[src/inc/upr_pkg.sv]
// Summary of operation
// - Each channel owns its registers; a 3-bit offset picks one of eight.
// - Page 0 offset 0: writes go to transmit holding, reads return receive buffer.
// - Pages 0 and 1 offset 2: writes fifo control, reads interrupt status.
// - Line control is read/write at offset 3 in every page.
// - Page 0 offset 1 is the read/write interrupt enable register.
// - Pages 0/1: offset 5 line status, 6 modem status read-only; 7 scratch.
// - Modem control is read/write at offset 4 in pages 0, 1 and 2.
// - Line control bit 7 set, not key: offsets 0 and 1 are divisor bytes.
// - Page 2: offset 0 empty, 1 write-only global control, 2 global status.
// - Page 2 offsets 5, 6, 7 read tx count, rx count, flow status.
// - Page 3: auto toggle, enhanced feature, resume and halt characters.
// - Page 4: additional feature, resend count, triggers, flow thresholds.
// - Page select read/write at offset 0 with key; bit 0 picks page 3/4.
// - Low and high divisor bytes form one 16-bit baud divisor.
`default_nettype none
package upr_pkg;
    localparam int          OFS_W         = 3;
    localparam int          DATA_W        = 8;
    localparam int          NUM_SLOTS     = 19;
    localparam int          SLOT_W        = 5;
    localparam logic [2:0]  OFS_0         = 3'h0;
    localparam logic [2:0]  OFS_1         = 3'h1;
    localparam logic [2:0]  OFS_2         = 3'h2;
    localparam logic [2:0]  OFS_3         = 3'h3;
    localparam logic [2:0]  OFS_4         = 3'h4;
    localparam logic [2:0]  OFS_5         = 3'h5;
    localparam logic [2:0]  OFS_6         = 3'h6;
    localparam logic [2:0]  OFS_7         = 3'h7;
    localparam logic [7:0]  ENH_KEY       = 8'hbf;
    localparam int          LINE_PG_BIT   = 7;
    localparam int          MODEM_PG_BIT  = 6;
    localparam int          SEL_PG_BIT    = 0;
    localparam logic [7:0]  CFG_RESET     = 8'h00;
    localparam logic [7:0]  RDATA_RESET   = 8'h00;
    // Storage slots of the read/write registers
    localparam logic [4:0]  SLOT_IEN      = 5'h00;
    localparam logic [4:0]  SLOT_DVL      = 5'h01;
    localparam logic [4:0]  SLOT_DVH      = 5'h02;
    localparam logic [4:0]  SLOT_LIN      = 5'h03;
    localparam logic [4:0]  SLOT_MDM      = 5'h04;
    localparam logic [4:0]  SLOT_SCR      = 5'h05;
    localparam logic [4:0]  SLOT_PGS      = 5'h06;
    localparam logic [4:0]  SLOT_ATG      = 5'h07;
    localparam logic [4:0]  SLOT_ENH      = 5'h08;
    localparam logic [4:0]  SLOT_RES1     = 5'h09;
    localparam logic [4:0]  SLOT_RES2     = 5'h0a;
    localparam logic [4:0]  SLOT_HLT1     = 5'h0b;
    localparam logic [4:0]  SLOT_HLT2     = 5'h0c;
    localparam logic [4:0]  SLOT_ADF      = 5'h0d;
    localparam logic [4:0]  SLOT_RSND     = 5'h0e;
    localparam logic [4:0]  SLOT_TXTG     = 5'h0f;
    localparam logic [4:0]  SLOT_RXTG     = 5'h10;
    localparam logic [4:0]  SLOT_FUP      = 5'h11;
    localparam logic [4:0]  SLOT_FLO      = 5'h12;

    typedef enum logic [2:0] {
        UPR_PAGE0 = 3'b000,
        UPR_PAGE1 = 3'b001,
        UPR_PAGE2 = 3'b011,
        UPR_PAGE3 = 3'b010,
        UPR_PAGE4 = 3'b110
    } upr_page_e;

    typedef enum logic [3:0] {
        UPR_RD_NONE  = 4'h0,
        UPR_RD_SLOT  = 4'h1,
        UPR_RD_RXBUF = 4'h2,
        UPR_RD_ISTAT = 4'h3,
        UPR_RD_LSTAT = 4'h4,
        UPR_RD_MSTAT = 4'h5,
        UPR_RD_GSTAT = 4'h6,
        UPR_RD_TXCNT = 4'h7,
        UPR_RD_RXCNT = 4'h8,
        UPR_RD_FSTAT = 4'h9
    } upr_rd_e;

    typedef enum logic [2:0] {
        UPR_WR_NONE = 3'h0,
        UPR_WR_SLOT = 3'h1,
        UPR_WR_TXH  = 3'h2,
        UPR_WR_FIFO = 3'h3,
        UPR_WR_GCTL = 3'h4
    } upr_wr_e;
endpackage
`default_nettype wire

[src/design/upr_reg8.sv]
`default_nettype none
module upr_reg8
    import upr_pkg::*;
#(
    parameter logic [7:0] RESET_VAL = CFG_RESET
) (
    input  wire logic       clk,
    input  wire logic       rst_n,
    input  wire logic       we,
    input  wire logic [7:0] d,
    output var  logic [7:0] q
);
    always_ff @(posedge clk or negedge rst_n) begin
        if (!rst_n) begin
            q <= RESET_VAL;
        end else if (we) begin
            q <= d;
        end
    end
endmodule
`default_nettype wire

[src/design/upr_page_decode.sv]
`default_nettype none
module upr_page_decode
    import upr_pkg::*;
(
    input  wire logic [7:0] line_control,
    input  wire logic       modem_page_bit,
    input  wire logic       page_bit,
    input  wire logic [2:0] offset,
    output var  upr_page_e  page,
    output var  upr_rd_e    rd_kind,
    output var  upr_wr_e    wr_kind,
    output var  logic [4:0] slot
);
    always_comb begin
        if (line_control == ENH_KEY) begin
            page = page_bit ? UPR_PAGE4 : UPR_PAGE3;
        end else if (line_control[LINE_PG_BIT]) begin
            page = UPR_PAGE1;
        end else if (modem_page_bit) begin
            page = UPR_PAGE2;
        end else begin
            page = UPR_PAGE0;
        end
    end

    // Default is the empty location: nothing stored, zero read back
    always_comb begin
        rd_kind = UPR_RD_NONE;
        wr_kind = UPR_WR_NONE;
        slot    = SLOT_IEN;
        if (offset == OFS_3) begin
            rd_kind = UPR_RD_SLOT;
            wr_kind = UPR_WR_SLOT;
            slot    = SLOT_LIN;
        end else begin
            case (page)
                UPR_PAGE0, UPR_PAGE1: begin
                    case (offset)
                        OFS_0: begin
                            if (page == UPR_PAGE0) begin
                                rd_kind = UPR_RD_RXBUF;
                                wr_kind = UPR_WR_TXH;
                            end else begin
                                rd_kind = UPR_RD_SLOT;
                                wr_kind = UPR_WR_SLOT;
                                slot    = SLOT_DVL;
                            end
                        end
                        OFS_1: begin
                            rd_kind = UPR_RD_SLOT;
                            wr_kind = UPR_WR_SLOT;
                            slot    = (page == UPR_PAGE0) ? SLOT_IEN : SLOT_DVH;
                        end
                        OFS_2: begin
                            rd_kind = UPR_RD_ISTAT;
                            wr_kind = UPR_WR_FIFO;
                        end
                        OFS_4: begin
                            rd_kind = UPR_RD_SLOT;
                            wr_kind = UPR_WR_SLOT;
                            slot    = SLOT_MDM;
                        end
                        OFS_5: rd_kind = UPR_RD_LSTAT;
                        OFS_6: rd_kind = UPR_RD_MSTAT;
                        OFS_7: begin
                            rd_kind = UPR_RD_SLOT;
                            wr_kind = UPR_WR_SLOT;
                            slot    = SLOT_SCR;
                        end
                        default: rd_kind = UPR_RD_NONE;
                    endcase
                end
                UPR_PAGE2: begin
                    case (offset)
                        OFS_1: wr_kind = UPR_WR_GCTL;
                        OFS_2: rd_kind = UPR_RD_GSTAT;
                        OFS_4: begin
                            rd_kind = UPR_RD_SLOT;
                            wr_kind = UPR_WR_SLOT;
                            slot    = SLOT_MDM;
                        end
                        OFS_5: rd_kind = UPR_RD_TXCNT;
                        OFS_6: rd_kind = UPR_RD_RXCNT;
                        OFS_7: rd_kind = UPR_RD_FSTAT;
                        default: rd_kind = UPR_RD_NONE;
                    endcase
                end
                UPR_PAGE3, UPR_PAGE4: begin
                    rd_kind = UPR_RD_SLOT;
                    wr_kind = UPR_WR_SLOT;
                    case (offset)
                        OFS_0: slot = SLOT_PGS;
                        OFS_1: slot = (page == UPR_PAGE3) ? SLOT_ATG : SLOT_ADF;
                        OFS_2: slot = (page == UPR_PAGE3) ? SLOT_ENH : SLOT_RSND;
                        OFS_4: slot = (page == UPR_PAGE3) ? SLOT_RES1 : SLOT_TXTG;
                        OFS_5: slot = (page == UPR_PAGE3) ? SLOT_RES2 : SLOT_RXTG;
                        OFS_6: slot = (page == UPR_PAGE3) ? SLOT_HLT1 : SLOT_FUP;
                        default: slot = (page == UPR_PAGE3) ? SLOT_HLT2 : SLOT_FLO;
                    endcase
                end
                default: begin
                    rd_kind = UPR_RD_NONE;
                    wr_kind = UPR_WR_NONE;
                end
            endcase
        end
    end
endmodule
`default_nettype wire

[src/design/upr_paged_regs.sv]
`default_nettype none
module upr_paged_regs
    import upr_pkg::*;
#(
    parameter int NUM_CHAN = 4,
    parameter int CH_W     = 2
) (
    input  wire logic                   clk,
    input  wire logic                   rst_n,
    // Host access, same clock domain
    input  wire logic [CH_W-1:0]        chan_sel,
    input  wire logic [2:0]             offset,
    input  wire logic                   wr_en,
    input  wire logic                   rd_en,
    input  wire logic [7:0]             wr_data,
    output var  logic [7:0]             rd_data,
    output var  logic                   rd_valid,
    output var  logic                   access_void,
    // Status from the channel engines
    input  wire logic [NUM_CHAN*8-1:0]  rx_buffer,
    input  wire logic [NUM_CHAN*8-1:0]  irq_status,
    input  wire logic [NUM_CHAN*8-1:0]  line_status,
    input  wire logic [NUM_CHAN*8-1:0]  modem_status,
    input  wire logic [NUM_CHAN*8-1:0]  tx_fifo_count,
    input  wire logic [NUM_CHAN*8-1:0]  rx_fifo_count,
    input  wire logic [NUM_CHAN*8-1:0]  flow_status,
    input  wire logic [7:0]             global_irq_status,
    // Write-only and read side-effect strobes
    output var  logic [7:0]             strobe_data,
    output var  logic [NUM_CHAN-1:0]    tx_holding_wr,
    output var  logic [NUM_CHAN-1:0]    fifo_control_wr,
    output var  logic [NUM_CHAN-1:0]    global_irq_control_wr,
    output var  logic [NUM_CHAN-1:0]    rx_buffer_rd,
    output var  logic [NUM_CHAN-1:0]    irq_status_rd,
    // Stored settings per channel
    output var  logic [NUM_CHAN*16-1:0] baud_divisor,
    output var  logic [NUM_CHAN*8-1:0]  irq_enable,
    output var  logic [NUM_CHAN*8-1:0]  line_control,
    output var  logic [NUM_CHAN*8-1:0]  modem_control,
    output var  logic [NUM_CHAN*8-1:0]  page_select,
    output var  logic [NUM_CHAN*8-1:0]  auto_toggle_control,
    output var  logic [NUM_CHAN*8-1:0]  enhanced_feature,
    output var  logic [NUM_CHAN*8-1:0]  resume_char_1,
    output var  logic [NUM_CHAN*8-1:0]  resume_char_2,
    output var  logic [NUM_CHAN*8-1:0]  halt_char_1,
    output var  logic [NUM_CHAN*8-1:0]  halt_char_2,
    output var  logic [NUM_CHAN*8-1:0]  additional_feature,
    output var  logic [NUM_CHAN*8-1:0]  halt_resend_count,
    output var  logic [NUM_CHAN*8-1:0]  tx_trigger_level,
    output var  logic [NUM_CHAN*8-1:0]  rx_trigger_level,
    output var  logic [NUM_CHAN*8-1:0]  flow_upper_threshold,
    output var  logic [NUM_CHAN*8-1:0]  flow_lower_threshold
);
    logic [7:0]          cfg [NUM_CHAN][NUM_SLOTS];
    logic [7:0]          sel_line;
    logic [7:0]          sel_modem;
    logic [7:0]          sel_page;
    upr_page_e           page;
    upr_rd_e             rd_kind;
    upr_wr_e             wr_kind;
    logic [4:0]          slot;
    logic                do_wr;
    logic                do_rd;
    logic [7:0]          next_rd_data;
    logic [NUM_CHAN-1:0] chan_hot;

    // A write wins when both strobes arrive together; the read is dropped
    assign do_wr = wr_en;
    assign do_rd = rd_en && !wr_en;

    // Page always follows the selected channel's own settings
    assign sel_line  = cfg[chan_sel][SLOT_LIN];
    assign sel_modem = cfg[chan_sel][SLOT_MDM];
    assign sel_page  = cfg[chan_sel][SLOT_PGS];

    upr_page_decode u_decode (
        .line_control   (sel_line),
        .modem_page_bit (sel_modem[MODEM_PG_BIT]),
        .page_bit       (sel_page[SEL_PG_BIT]),
        .offset         (offset),
        .page           (page),
        .rd_kind        (rd_kind),
        .wr_kind        (wr_kind),
        .slot           (slot)
    );

    always_comb begin
        for (int i = 0; i < NUM_CHAN; i++) begin
            chan_hot[i] = (chan_sel == i[CH_W-1:0]);
        end
    end

    genvar c;
    genvar s;
    generate
        for (c = 0; c < NUM_CHAN; c++) begin : g_chan
            for (s = 0; s < NUM_SLOTS; s++) begin : g_slot
                upr_reg8 #(
                    .RESET_VAL (CFG_RESET)
                ) u_reg (
                    .clk   (clk),
                    .rst_n (rst_n),
                    .we    (do_wr && chan_hot[c] && wr_kind == UPR_WR_SLOT
                            && slot == 5'(s)),
                    .d     (wr_data),
                    .q     (cfg[c][s])
                );
            end
            assign baud_divisor[c*16 +: 16]        = {cfg[c][SLOT_DVH], cfg[c][SLOT_DVL]};
            assign irq_enable[c*8 +: 8]            = cfg[c][SLOT_IEN];
            assign line_control[c*8 +: 8]          = cfg[c][SLOT_LIN];
            assign modem_control[c*8 +: 8]         = cfg[c][SLOT_MDM];
            assign page_select[c*8 +: 8]           = cfg[c][SLOT_PGS];
            assign auto_toggle_control[c*8 +: 8]   = cfg[c][SLOT_ATG];
            assign enhanced_feature[c*8 +: 8]      = cfg[c][SLOT_ENH];
            assign resume_char_1[c*8 +: 8]         = cfg[c][SLOT_RES1];
            assign resume_char_2[c*8 +: 8]         = cfg[c][SLOT_RES2];
            assign halt_char_1[c*8 +: 8]           = cfg[c][SLOT_HLT1];
            assign halt_char_2[c*8 +: 8]           = cfg[c][SLOT_HLT2];
            assign additional_feature[c*8 +: 8]    = cfg[c][SLOT_ADF];
            assign halt_resend_count[c*8 +: 8]     = cfg[c][SLOT_RSND];
            assign tx_trigger_level[c*8 +: 8]      = cfg[c][SLOT_TXTG];
            assign rx_trigger_level[c*8 +: 8]      = cfg[c][SLOT_RXTG];
            assign flow_upper_threshold[c*8 +: 8]  = cfg[c][SLOT_FUP];
            assign flow_lower_threshold[c*8 +: 8]  = cfg[c][SLOT_FLO];
        end
    endgenerate

    // Read mux; empty and write-only spots read zero
    always_comb begin
        case (rd_kind)
            UPR_RD_SLOT:  next_rd_data = cfg[chan_sel][slot];
            UPR_RD_RXBUF: next_rd_data = rx_buffer[chan_sel*8 +: 8];
            UPR_RD_ISTAT: next_rd_data = irq_status[chan_sel*8 +: 8];
            UPR_RD_LSTAT: next_rd_data = line_status[chan_sel*8 +: 8];
            UPR_RD_MSTAT: next_rd_data = modem_status[chan_sel*8 +: 8];
            UPR_RD_GSTAT: next_rd_data = global_irq_status;
            UPR_RD_TXCNT: next_rd_data = tx_fifo_count[chan_sel*8 +: 8];
            UPR_RD_RXCNT: next_rd_data = rx_fifo_count[chan_sel*8 +: 8];
            UPR_RD_FSTAT: next_rd_data = flow_status[chan_sel*8 +: 8];
            default:      next_rd_data = RDATA_RESET;
        endcase
    end

    // Read data holds until the next read
    always_ff @(posedge clk or negedge rst_n) begin
        if (!rst_n) begin
            rd_data <= RDATA_RESET;
        end else if (do_rd) begin
            rd_data <= next_rd_data;
        end
    end

    always_ff @(posedge clk or negedge rst_n) begin
        if (!rst_n) begin
            rd_valid <= 1'b0;
        end else begin
            rd_valid <= do_rd;
        end
    end

    // Flags a taken access that hit nothing
    always_ff @(posedge clk or negedge rst_n) begin
        if (!rst_n) begin
            access_void <= 1'b0;
        end else begin
            access_void <= (do_wr && wr_kind == UPR_WR_NONE)
                        || (do_rd && rd_kind == UPR_RD_NONE);
        end
    end

    // Write data for the strobed targets, held until the next write
    always_ff @(posedge clk or negedge rst_n) begin
        if (!rst_n) begin
            strobe_data <= RDATA_RESET;
        end else if (do_wr) begin
            strobe_data <= wr_data;
        end
    end

    always_ff @(posedge clk or negedge rst_n) begin
        if (!rst_n) begin
            tx_holding_wr         <= '0;
            fifo_control_wr       <= '0;
            global_irq_control_wr <= '0;
        end else begin
            tx_holding_wr         <= (do_wr && wr_kind == UPR_WR_TXH) ? chan_hot : '0;
            fifo_control_wr       <= (do_wr && wr_kind == UPR_WR_FIFO) ? chan_hot : '0;
            global_irq_control_wr <= (do_wr && wr_kind == UPR_WR_GCTL) ? chan_hot : '0;
        end
    end

    // Popping the receive buffer or acking status only on a real read
    always_ff @(posedge clk or negedge rst_n) begin
        if (!rst_n) begin
            rx_buffer_rd  <= '0;
            irq_status_rd <= '0;
        end else begin
            rx_buffer_rd  <= (do_rd && rd_kind == UPR_RD_RXBUF) ? chan_hot : '0;
            irq_status_rd <= (do_rd && rd_kind == UPR_RD_ISTAT) ? chan_hot : '0;
        end
    end
endmodule
`default_nettype wire

[config.mk]
export PLATFORM = sky130hd
export DESIGN_NAME = upr_paged_regs
export DESIGN_NICKNAME = d
export VERILOG_FILES = /design/src/inc/upr_pkg.sv /design/src/design/upr_reg8.sv /design/src/design/upr_page_decode.sv /design/src/design/upr_paged_regs.sv
export SDC_FILE = /design/constraint.sdc
export NUM_CORES = 1
export LEC_CHECK = 0
export ABC_AREA = 0
export ABC_CLOCK_PERIOD_IN_PS = 5170
export BUFFER_PORTS_ARGS = -buffer_cell sky130_fd_sc_hd__buf_2
export CAP_MARGIN = 20
export CORE_ASPECT_RATIO = 1.4
export CORE_MARGIN = 2
export CORE_UTILIZATION = 30
export CTS_BUF_LIST = sky130_fd_sc_hd__clkbuf_16
export DETAILED_ROUTE_END_ITERATION = 10
export PLACE_DENSITY_LB_ADDON = 0.3
export SYNTH_ARGS = -nofsm -noshare
export SYNTH_HDL_FRONTEND = slang
export SYNTH_SLANG_ARGS = --single-unit
[constraint.sdc]
create_clock -name clk -period 5.17 [get_ports clk]
set_input_delay 1.034 -clock clk [delete_from_list [all_inputs] [get_ports clk]]
set_output_delay 1.034 -clock clk [all_outputs]
set_load 0.1 [all_outputs]
* Word-level counts from Yosys, hierarchy flattened *
Cells that the tools add are included.

word-level totals
  register bits = 646
  logic and storage cells = 284

operators by class
  shifts and indexed selects = 7
  $lt $le $gt $ge = 2
  mux-type cells = 39
  bitwise logic cells = 2
  eq/ne operators = 46
  reduce and logical (&&, ||, !) cells = 103

operators by type and width
  kind                  number
  $bmux W152 S2         1
  $mux W152             2
  $shiftx A32 B6 Y8     7
  $logic_and A1 B1 Y1   92
  $pmux W8 S9           1
  $bmux W8 S5           1
  $eq A5 B4 Y1 const B  8
  $pmux W5 S6           1
  $mux W4               7
  $mux W3               7
  $eq A5 B3 Y1 const B  4
  $mux W5               4
  $pmux W4 S5           1
  $pmux W5 S4           1
  $eq A3 B2 Y1 const B  6
  $eq A3 B3 Y1 const B  6
  $pmux W3 S3           2
  $eq A4 B3 Y1 const B  4
  $mux W8               2
  $eq A5 B5 Y1 const B  3
  $pmux W3 S5           1
  $pmux W5 S3           1
  $pmux W4 S3           1
  $eq A5 B2 Y1 const B  2
  other kinds (23)      34

* Logic depth before layout (Yosys ltp) *
  depth after elaboration = 17
  depth in mapped cells = 16

* By module *
Synthesis repeated with hierarchy kept, for this count alone.

unflattened totals
  cell total of the unflattened synthesis = 2,435
  area, all modules = 34,854.7 µm²

by module, submodules not included
  module           area an instance (µm²)  seq. area each (µm²)  times used  cells each
  upr_reg8         331.6                   200.2                 76          17
  upr_paged_regs   9,210.1                 950.9                 1           1,069
  upr_page_decode  445.4                   0.0                   1           74

* Least setup slack after synthesis *
Ideal clock, no wire load.

  path type = input port to flip-flop
  start = input port chan_sel[0]
  end = register g_chan[0].g_slot[11].u_reg.q[0]
  setup slack = 0.942 ns
  stages = 12
  data arrival time = 4.104 ns
  cell sequence = buf_6 -> buf_6 -> mux4_2 -> and4_1 -> buf_2 -> a21oi_4 -> o221a_2 -> nand2_2 -> or4_1 -> buf_2 -> nor4_4 -> mux2_2

on the way
  cells in the longest elaborated chain, start to end = 15

ends and longest elaborated chain
  item                                                    RTL line               source
  start, declared                                         upr_paged_regs.sv:11   input wire logic [CH_W-1:0] chan_sel,
  branches (longest 14 deep; another with $bmux W152 S2)  -
  $logic_and A1 B1 Y1 *                                   upr_paged_regs.sv:104  && slot == 5'(s)),
  end signal, assigned                                    upr_reg8.sv:15         q <= RESET_VAL;
  end signal, assigned                                    upr_reg8.sv:17         q <= d;
  end, declared                                           upr_reg8.sv:11         output var logic [7:0] q

Mark *: on every way between the ends. The select of a mux whose other input is x is not followed.
A chain may end at the register's enable or synchronous reset.

* Final worst setup path *
  start = input port chan_sel[0]
  end = register rd_data[7]

on the way
  cells in the longest elaborated chain, start to end = 17

ends and longest elaborated chain
  item                                              RTL line                                      source
  $not A2 Y3 (implied by the code)                  -
  $bmux W152 S2                                     -
  $mux W152 (implied by the code) (2 in series)     upr_paged_regs.sv:132                         UPR_RD_SLOT: next_rd_data = cfg[chan_sel][slot];
  $mux W2                                           upr_page_decode.sv:19                         end else if (modem_page_bit) begin
  $mux W3                                           upr_page_decode.sv:17                         end else if (line_control[LINE_PG_BIT]) begin
  $mux W3                                           upr_page_decode.sv:15                         if (line_control == ENH_KEY) begin
  $eq A3 B2 Y1 or $logic_not A3 Y1 (tied branches)  -
  $mux W5 (tied with other cells)                   upr_page_decode.sv:98                         default: slot = (page == UPR_PAGE3) ? SLOT_HLT2 : SLOT_FLO;
  $pmux W5 S6 or $pmux W5 S4 (tied branches)        upr_page_decode.sv:91, upr_page_decode.sv:38
  $pmux W5 S3                                       upr_page_decode.sv:36                         case (page)
  $mux W5                                           upr_page_decode.sv:31                         if (offset == OFS_3) begin
  $not A5 Y6 (implied by the code)                  upr_paged_regs.sv:132
  $bmux W8 S5                                       upr_paged_regs.sv:132
  $mux W8 (implied by the code) (2 in series)       upr_paged_regs.sv:132
  $pmux W8 S9 *                                     upr_paged_regs.sv:131                         case (rd_kind)
  end signal, assigned                              upr_paged_regs.sv:150                         rd_data <= next_rd_data;
  end, declared                                     upr_paged_regs.sv:16                          output var logic [7:0] rd_data,

Mark *: on every way between the ends. The rest lies on a longest branch, timed or not. The select of a mux whose other input is x is not followed.

==> flow_metrics.py <==
metrics = {
    "sta": {
        "timing.hold.ws_ps": 476,
        "final_slew_viol_count": 0,
        "timing.setup.tns_ps": 0,
        "rsz_0062_raised_after_global_routing": "no",
        "period_share_pct": 92.5,
        "layout_setup_ws_ps": 386,
        "relative_slew_slack_pct": 22.5,
        "finClkSkew_ps": 22.4,
        "actual_slew_at_the_worst_max_slew_pin_ps": 1160,
        "min_period_ps": 4780,
        "hold_viol": 0,
        "f_max_mhz": 209,
        "timing.final.setup_violations": 0,
    },
    "run": {
        "max_capacitance_violation_count": 0,
    },
    "power_and_ir_drop": {
        "total_leakage_power_nw": 21.0,
        "netSwitchingPower_mw": 5.72,
        "cell_internal_pwr_mw": 8.89,
        "post-layout-total-power_mw": 14.6,
        "share_clk_of_total_power_pct": 34.3,
        "vdd_ir_drop_max_mv": 0.256,
        "comb_power_share_pct": 27.3,
        "powerDensity_nw_per_um2": 356,
        "power.switching_fraction_pct": 39.2,
        "share_seq_of_total_power_pct": 38.3,
    },
    "drt": {
        "drt_drc_violations_left": 0,
        "met3_length_um": 11900,
        "drt_iter0_markers": 1876,
        "routed-via-count": 25885,
        "postRouteWirelength_um": 168000,
        "met2WireLength_um": 83100,
        "vias_per_cell": 5.29,
        "topRoutingLayerUsed": "met5",
        "routed_wirelength_normalized_by_instance_count_um": 34.3,
        "postRouteAntennaNets": 0,
        "routedLengthMet1_um": 68100,
        "first_pass_detailed_route_iteration_total": 8,
    },
    "placed_design": {
        "dp_hpwl_um": 130000,
        "place.gp.congestion": 0.971,
        "pre_cts_ws_ps": -511,
        "io_buffer_count": 862,
        "detailed_place.area_um2": 38800,
    },
    "worst_setup_path": {
        "critical-path-top-cell-by-count": "sky130_fd_sc_hd__buf_4",
        "cp_data_arrival_time_ps": 5280,
        "timing.critical_path.from_type": "input port",
        "critPathCaptureType": "register",
        "cp_max_fo": 31,
        "worst_ep_required_time_ps": 5670,
        "cpPeakStageDelay_ps": 640,
        "critical_path_class": "in -> reg",
        "worst_path_cell_with_the_longest_stage_delay": "sky130_fd_sc_hd__mux2i_1",
        "crit_chain": "buf_8, mux4_2, nand4b_1, nor2_1, buf_4, nand2_1, nand2_2, buf_4, mux2i_1, nor3_1, o41ai_1, buf_4, o211ai_1",
    },
    "logic_synthesis": {
        "post_synth_main_area_contributors": "sky130_fd_sc_hd__dfrtp_1, sky130_fd_sc_hd__mux2_2, sky130_fd_sc_hd__buf_4",
        "post-synth-top-area-cell": "sky130_fd_sc_hd__dfrtp_1",
        "yosys.area.top_type_share_pct": 44.8,
        "yosys_register_bits": 646,
        "ys.flop_type": "sky130_fd_sc_hd__dfrtp_1",
        "synth_enable_flop_cells": 0,
        "sequential_fraction_of_the_synthesis_area_pct": 44.8,
        "synth.net_count": 3142,
        "synth-warning-count": 0,
        "post_synth_num_cell_types": 80,
        "synthArstFlopShare_pct": 100,
        "area_of_the_mapped_netlist_um2": 36100,
        "synthesis.instances": 2893,
        "postSynthAreaPerCell_um2": 12.5,
    },
    "floorplan": {
        "top_level_ports": 863,
        "rows": 150,
        "placeableCoreArea_um2": 119000,
        "die_area_um2": 123000,
        "initial_utilization_pct": 30.2,
        "floorplan.die.width_um": 297,
        "die_height_um": 414,
    },
    "clock_network": {
        "clk-insertion-delay-late_ps": 660,
        "cts.clk_slew.worst_paths_ps": 70,
        "numCtsBuffers": 73,
        "postCtsResizedCells": 0,
        "cts_tree": "done",
        "cts_hold_repair.buffers": 0,
        "clk_path_buf_depth": 3,
        "num_clock_sinks": 646,
        "cts_htree_levels": 3,
        "cts_setup_buffers": 0,
        "clock-root-buffer": "sky130_fd_sc_hd__clkbuf_16",
    },
    "global_routing": {
        "grt_start_max_net_pins": 120,
        "wire_length_of_the_first_global_routing_pass_um": 230000,
        "overflow": 0,
        "antenna_found_initial": 17,
        "first_global_vias": 26557,
        "groute.usage.overall_pct": 26.6,
    },
    "finish": {
        "design_area_um2": 41000,
        "nNetsFinal": 3485,
        "fillers": 12116,
        "synthToLayoutAreaGrowth_pct": 13.6,
        "layout-drive-gt1-share_pct": 58.9,
    },
    "status": {
        "status": "completed",
    },
    "min_path": {
        "hold_path.class": "in -> async",
    },
}
[registers in the layout, indices dropped and copies added, names as in the netlist]
register and count:
g_chan.g_slot.u_reg.q 608, rd_data 8, strobe_data 8, fifo_control_wr 4, global_irq_control_wr 4, irq_status_rd 4
rx_buffer_rd 4, tx_holding_wr 4, access_void 1, rd_valid 1
[placed cells by master, fill, tap and decap left out, types with 8 or more instances in the layout]
cell type,count
sky130_fd_sc_hd__a32oi_1,12
sky130_fd_sc_hd__a221oi_1,29
sky130_fd_sc_hd__clkbuf_16,73
sky130_fd_sc_hd__a211oi_1,12
sky130_fd_sc_hd__and4_1,8
sky130_fd_sc_hd__mux2i_1,40
sky130_fd_sc_hd__nand3_1,55
sky130_fd_sc_hd__nand2b_1,8
sky130_fd_sc_hd__buf_12,10
sky130_fd_sc_hd__diode_2,10
sky130_fd_sc_hd__a21o_1,11
sky130_fd_sc_hd__o211ai_1,10
sky130_fd_sc_hd__mux2_2,638
sky130_fd_sc_hd__nor2_1,64
sky130_fd_sc_hd__o22ai_1,10
sky130_fd_sc_hd__nand4_1,21
sky130_fd_sc_hd__a22oi_1,8
sky130_fd_sc_hd__buf_4,150
sky130_fd_sc_hd__a21oi_1,33
sky130_fd_sc_hd__mux4_2,152
sky130_fd_sc_hd__nor3_1,20
sky130_fd_sc_hd__a221o_1,18
sky130_fd_sc_hd__buf_2,855
sky130_fd_sc_hd__o21ai_0,30
sky130_fd_sc_hd__inv_1,19
sky130_fd_sc_hd__a31oi_1,9
sky130_fd_sc_hd__nand2_1,176
sky130_fd_sc_hd__dfrtp_1,646
sky130_fd_sc_hd__clkinv_1,20
[cell usage after synthesis (5+ instances only)]
cell and n:
sky130_fd_sc_hd__and3_1 7, sky130_fd_sc_hd__inv_1 6, sky130_fd_sc_hd__a311oi_1 7, sky130_fd_sc_hd__buf_2 29, sky130_fd_sc_hd__nand2_1 177, sky130_fd_sc_hd__a22oi_1 8, sky130_fd_sc_hd__a31oi_1 9, sky130_fd_sc_hd__mux2_2 638
sky130_fd_sc_hd__a221oi_1 29, sky130_fd_sc_hd__and4_1 8, sky130_fd_sc_hd__o21ai_0 30, sky130_fd_sc_hd__o211ai_1 10, sky130_fd_sc_hd__o22ai_1 10, sky130_fd_sc_hd__a21boi_0 5, sky130_fd_sc_hd__nor3_1 20, sky130_fd_sc_hd__a211oi_1 12
sky130_fd_sc_hd__nor4_1 6, sky130_fd_sc_hd__buf_4 577, sky130_fd_sc_hd__a221o_1 18, sky130_fd_sc_hd__mux4_2 152, sky130_fd_sc_hd__nand2b_1 8, sky130_fd_sc_hd__nor2_1 68, sky130_fd_sc_hd__dfrtp_1 646, sky130_fd_sc_hd__a32oi_1 12
sky130_fd_sc_hd__a21o_1 11, sky130_fd_sc_hd__or3_1 6, sky130_fd_sc_hd__clkbuf_1 120, sky130_fd_sc_hd__nand4_1 21, sky130_fd_sc_hd__buf_1 21, sky130_fd_sc_hd__a21oi_1 34, sky130_fd_sc_hd__mux2i_1 40, sky130_fd_sc_hd__nand3_1 55
[worst paths after layout]
check | startpoint | to | slack (ps) | cells after the start
worst max-delay path | chan_sel[0] | rd_data[7]$_DFFE_PN0P_ | 390 | 13
worst min-delay path | rst_n | g_chan[1].g_slot[17].u_reg.q[2]$_DFFE_PN0P_ | 480 | 1
worst max register to register | g_chan[2].g_slot[3].u_reg.q[6]$_DFFE_PN0P_ | rd_data[7]$_DFFE_PN0P_ | 590 | 12
worst min register to register | g_chan[2].g_slot[5].u_reg.q[3]$_DFFE_PN0P_ | g_chan[2].g_slot[5].u_reg.q[3]$_DFFE_PN0P_ | 500 | 1
max in group asynchronous | rst_n | g_chan[0].g_slot[14].u_reg.q[5]$_DFFE_PN0P_ | 3260 | 2
min in group clk | g_chan[2].g_slot[5].u_reg.q[3]$_DFFE_PN0P_ | g_chan[2].g_slot[5].u_reg.q[3]$_DFFE_PN0P_ | 500 | 1
[power by group through the flow]
| stage | sequential (mW) | combinational [mW] | clock (mW) |
|---|---|---|---|
| floorplan | 5.74 | 3.03 | 0 |
| global placement | 5.68 | 4.01 | 0 |
| detailed placement | 5.69 | 4.01 | 0 |
| CTS | 5.60 | 4.02 | 5.15 |
| global route | 5.63 | 4.12 | 5.31 |
| finish | 5.61 | 3.99 | 5.02 |
[through the flow]
step                      cells  util (%)
after floorplan            2893         -
after CTS                  4885      34.4
after global placement     4756      32.5
after global routing       4890      34.4
after detailed placement   4757      32.5
final                      4895      34.4
[logic make-up after synthesis]
logic type / Yosys count / share of synthesized area, %
mux: 832 / 30.6
buf+inv: 759 / 14.1
flops: 646 / 44.8
simple gates: 410 / 5.47
compound gates: 244 / 5.10
xor+xnor: 1 / 0.0243
fa+ha+maj: 1 / 0.0277
[worst max-delay path: cells and delay by family]
family / cells / cell delay (ps)
muxes: 2 / 1230
and+or+nand+nor: 5 / 1140
buffers and inverters: 4 / 1130
AOI/OAI and AO/OA: 2 / 690
[per-layer routing]
metal | vias to the layer above | GRT usage (%)
met4 | 10 | 8.35
met3 | 182 | 6.58
met1 | 13921 | 33.1
met2 | 1113 | 45.1
li1 | 10659 | -
met5 | - | 0
[area by class of cell]
cell class / count / area, µm² / share of cell area (%)
sequential: 646 / 16200 / 39.4
multi-input combinational: 1488 / 14900 / 36.4
timing repair buffer: 1018 / 5650 / 13.8
tap: 1596 / 2000 / 4.87
clock buffer: 73 / 1830 / 4.45
clock inverter: 55 / 384 / 0.936
inverter: 9 / 33.8 / 0.0823
antenna: 10 / 25.0 / 0.0610
No activity file was read; power rests on OpenSTA's default activity.
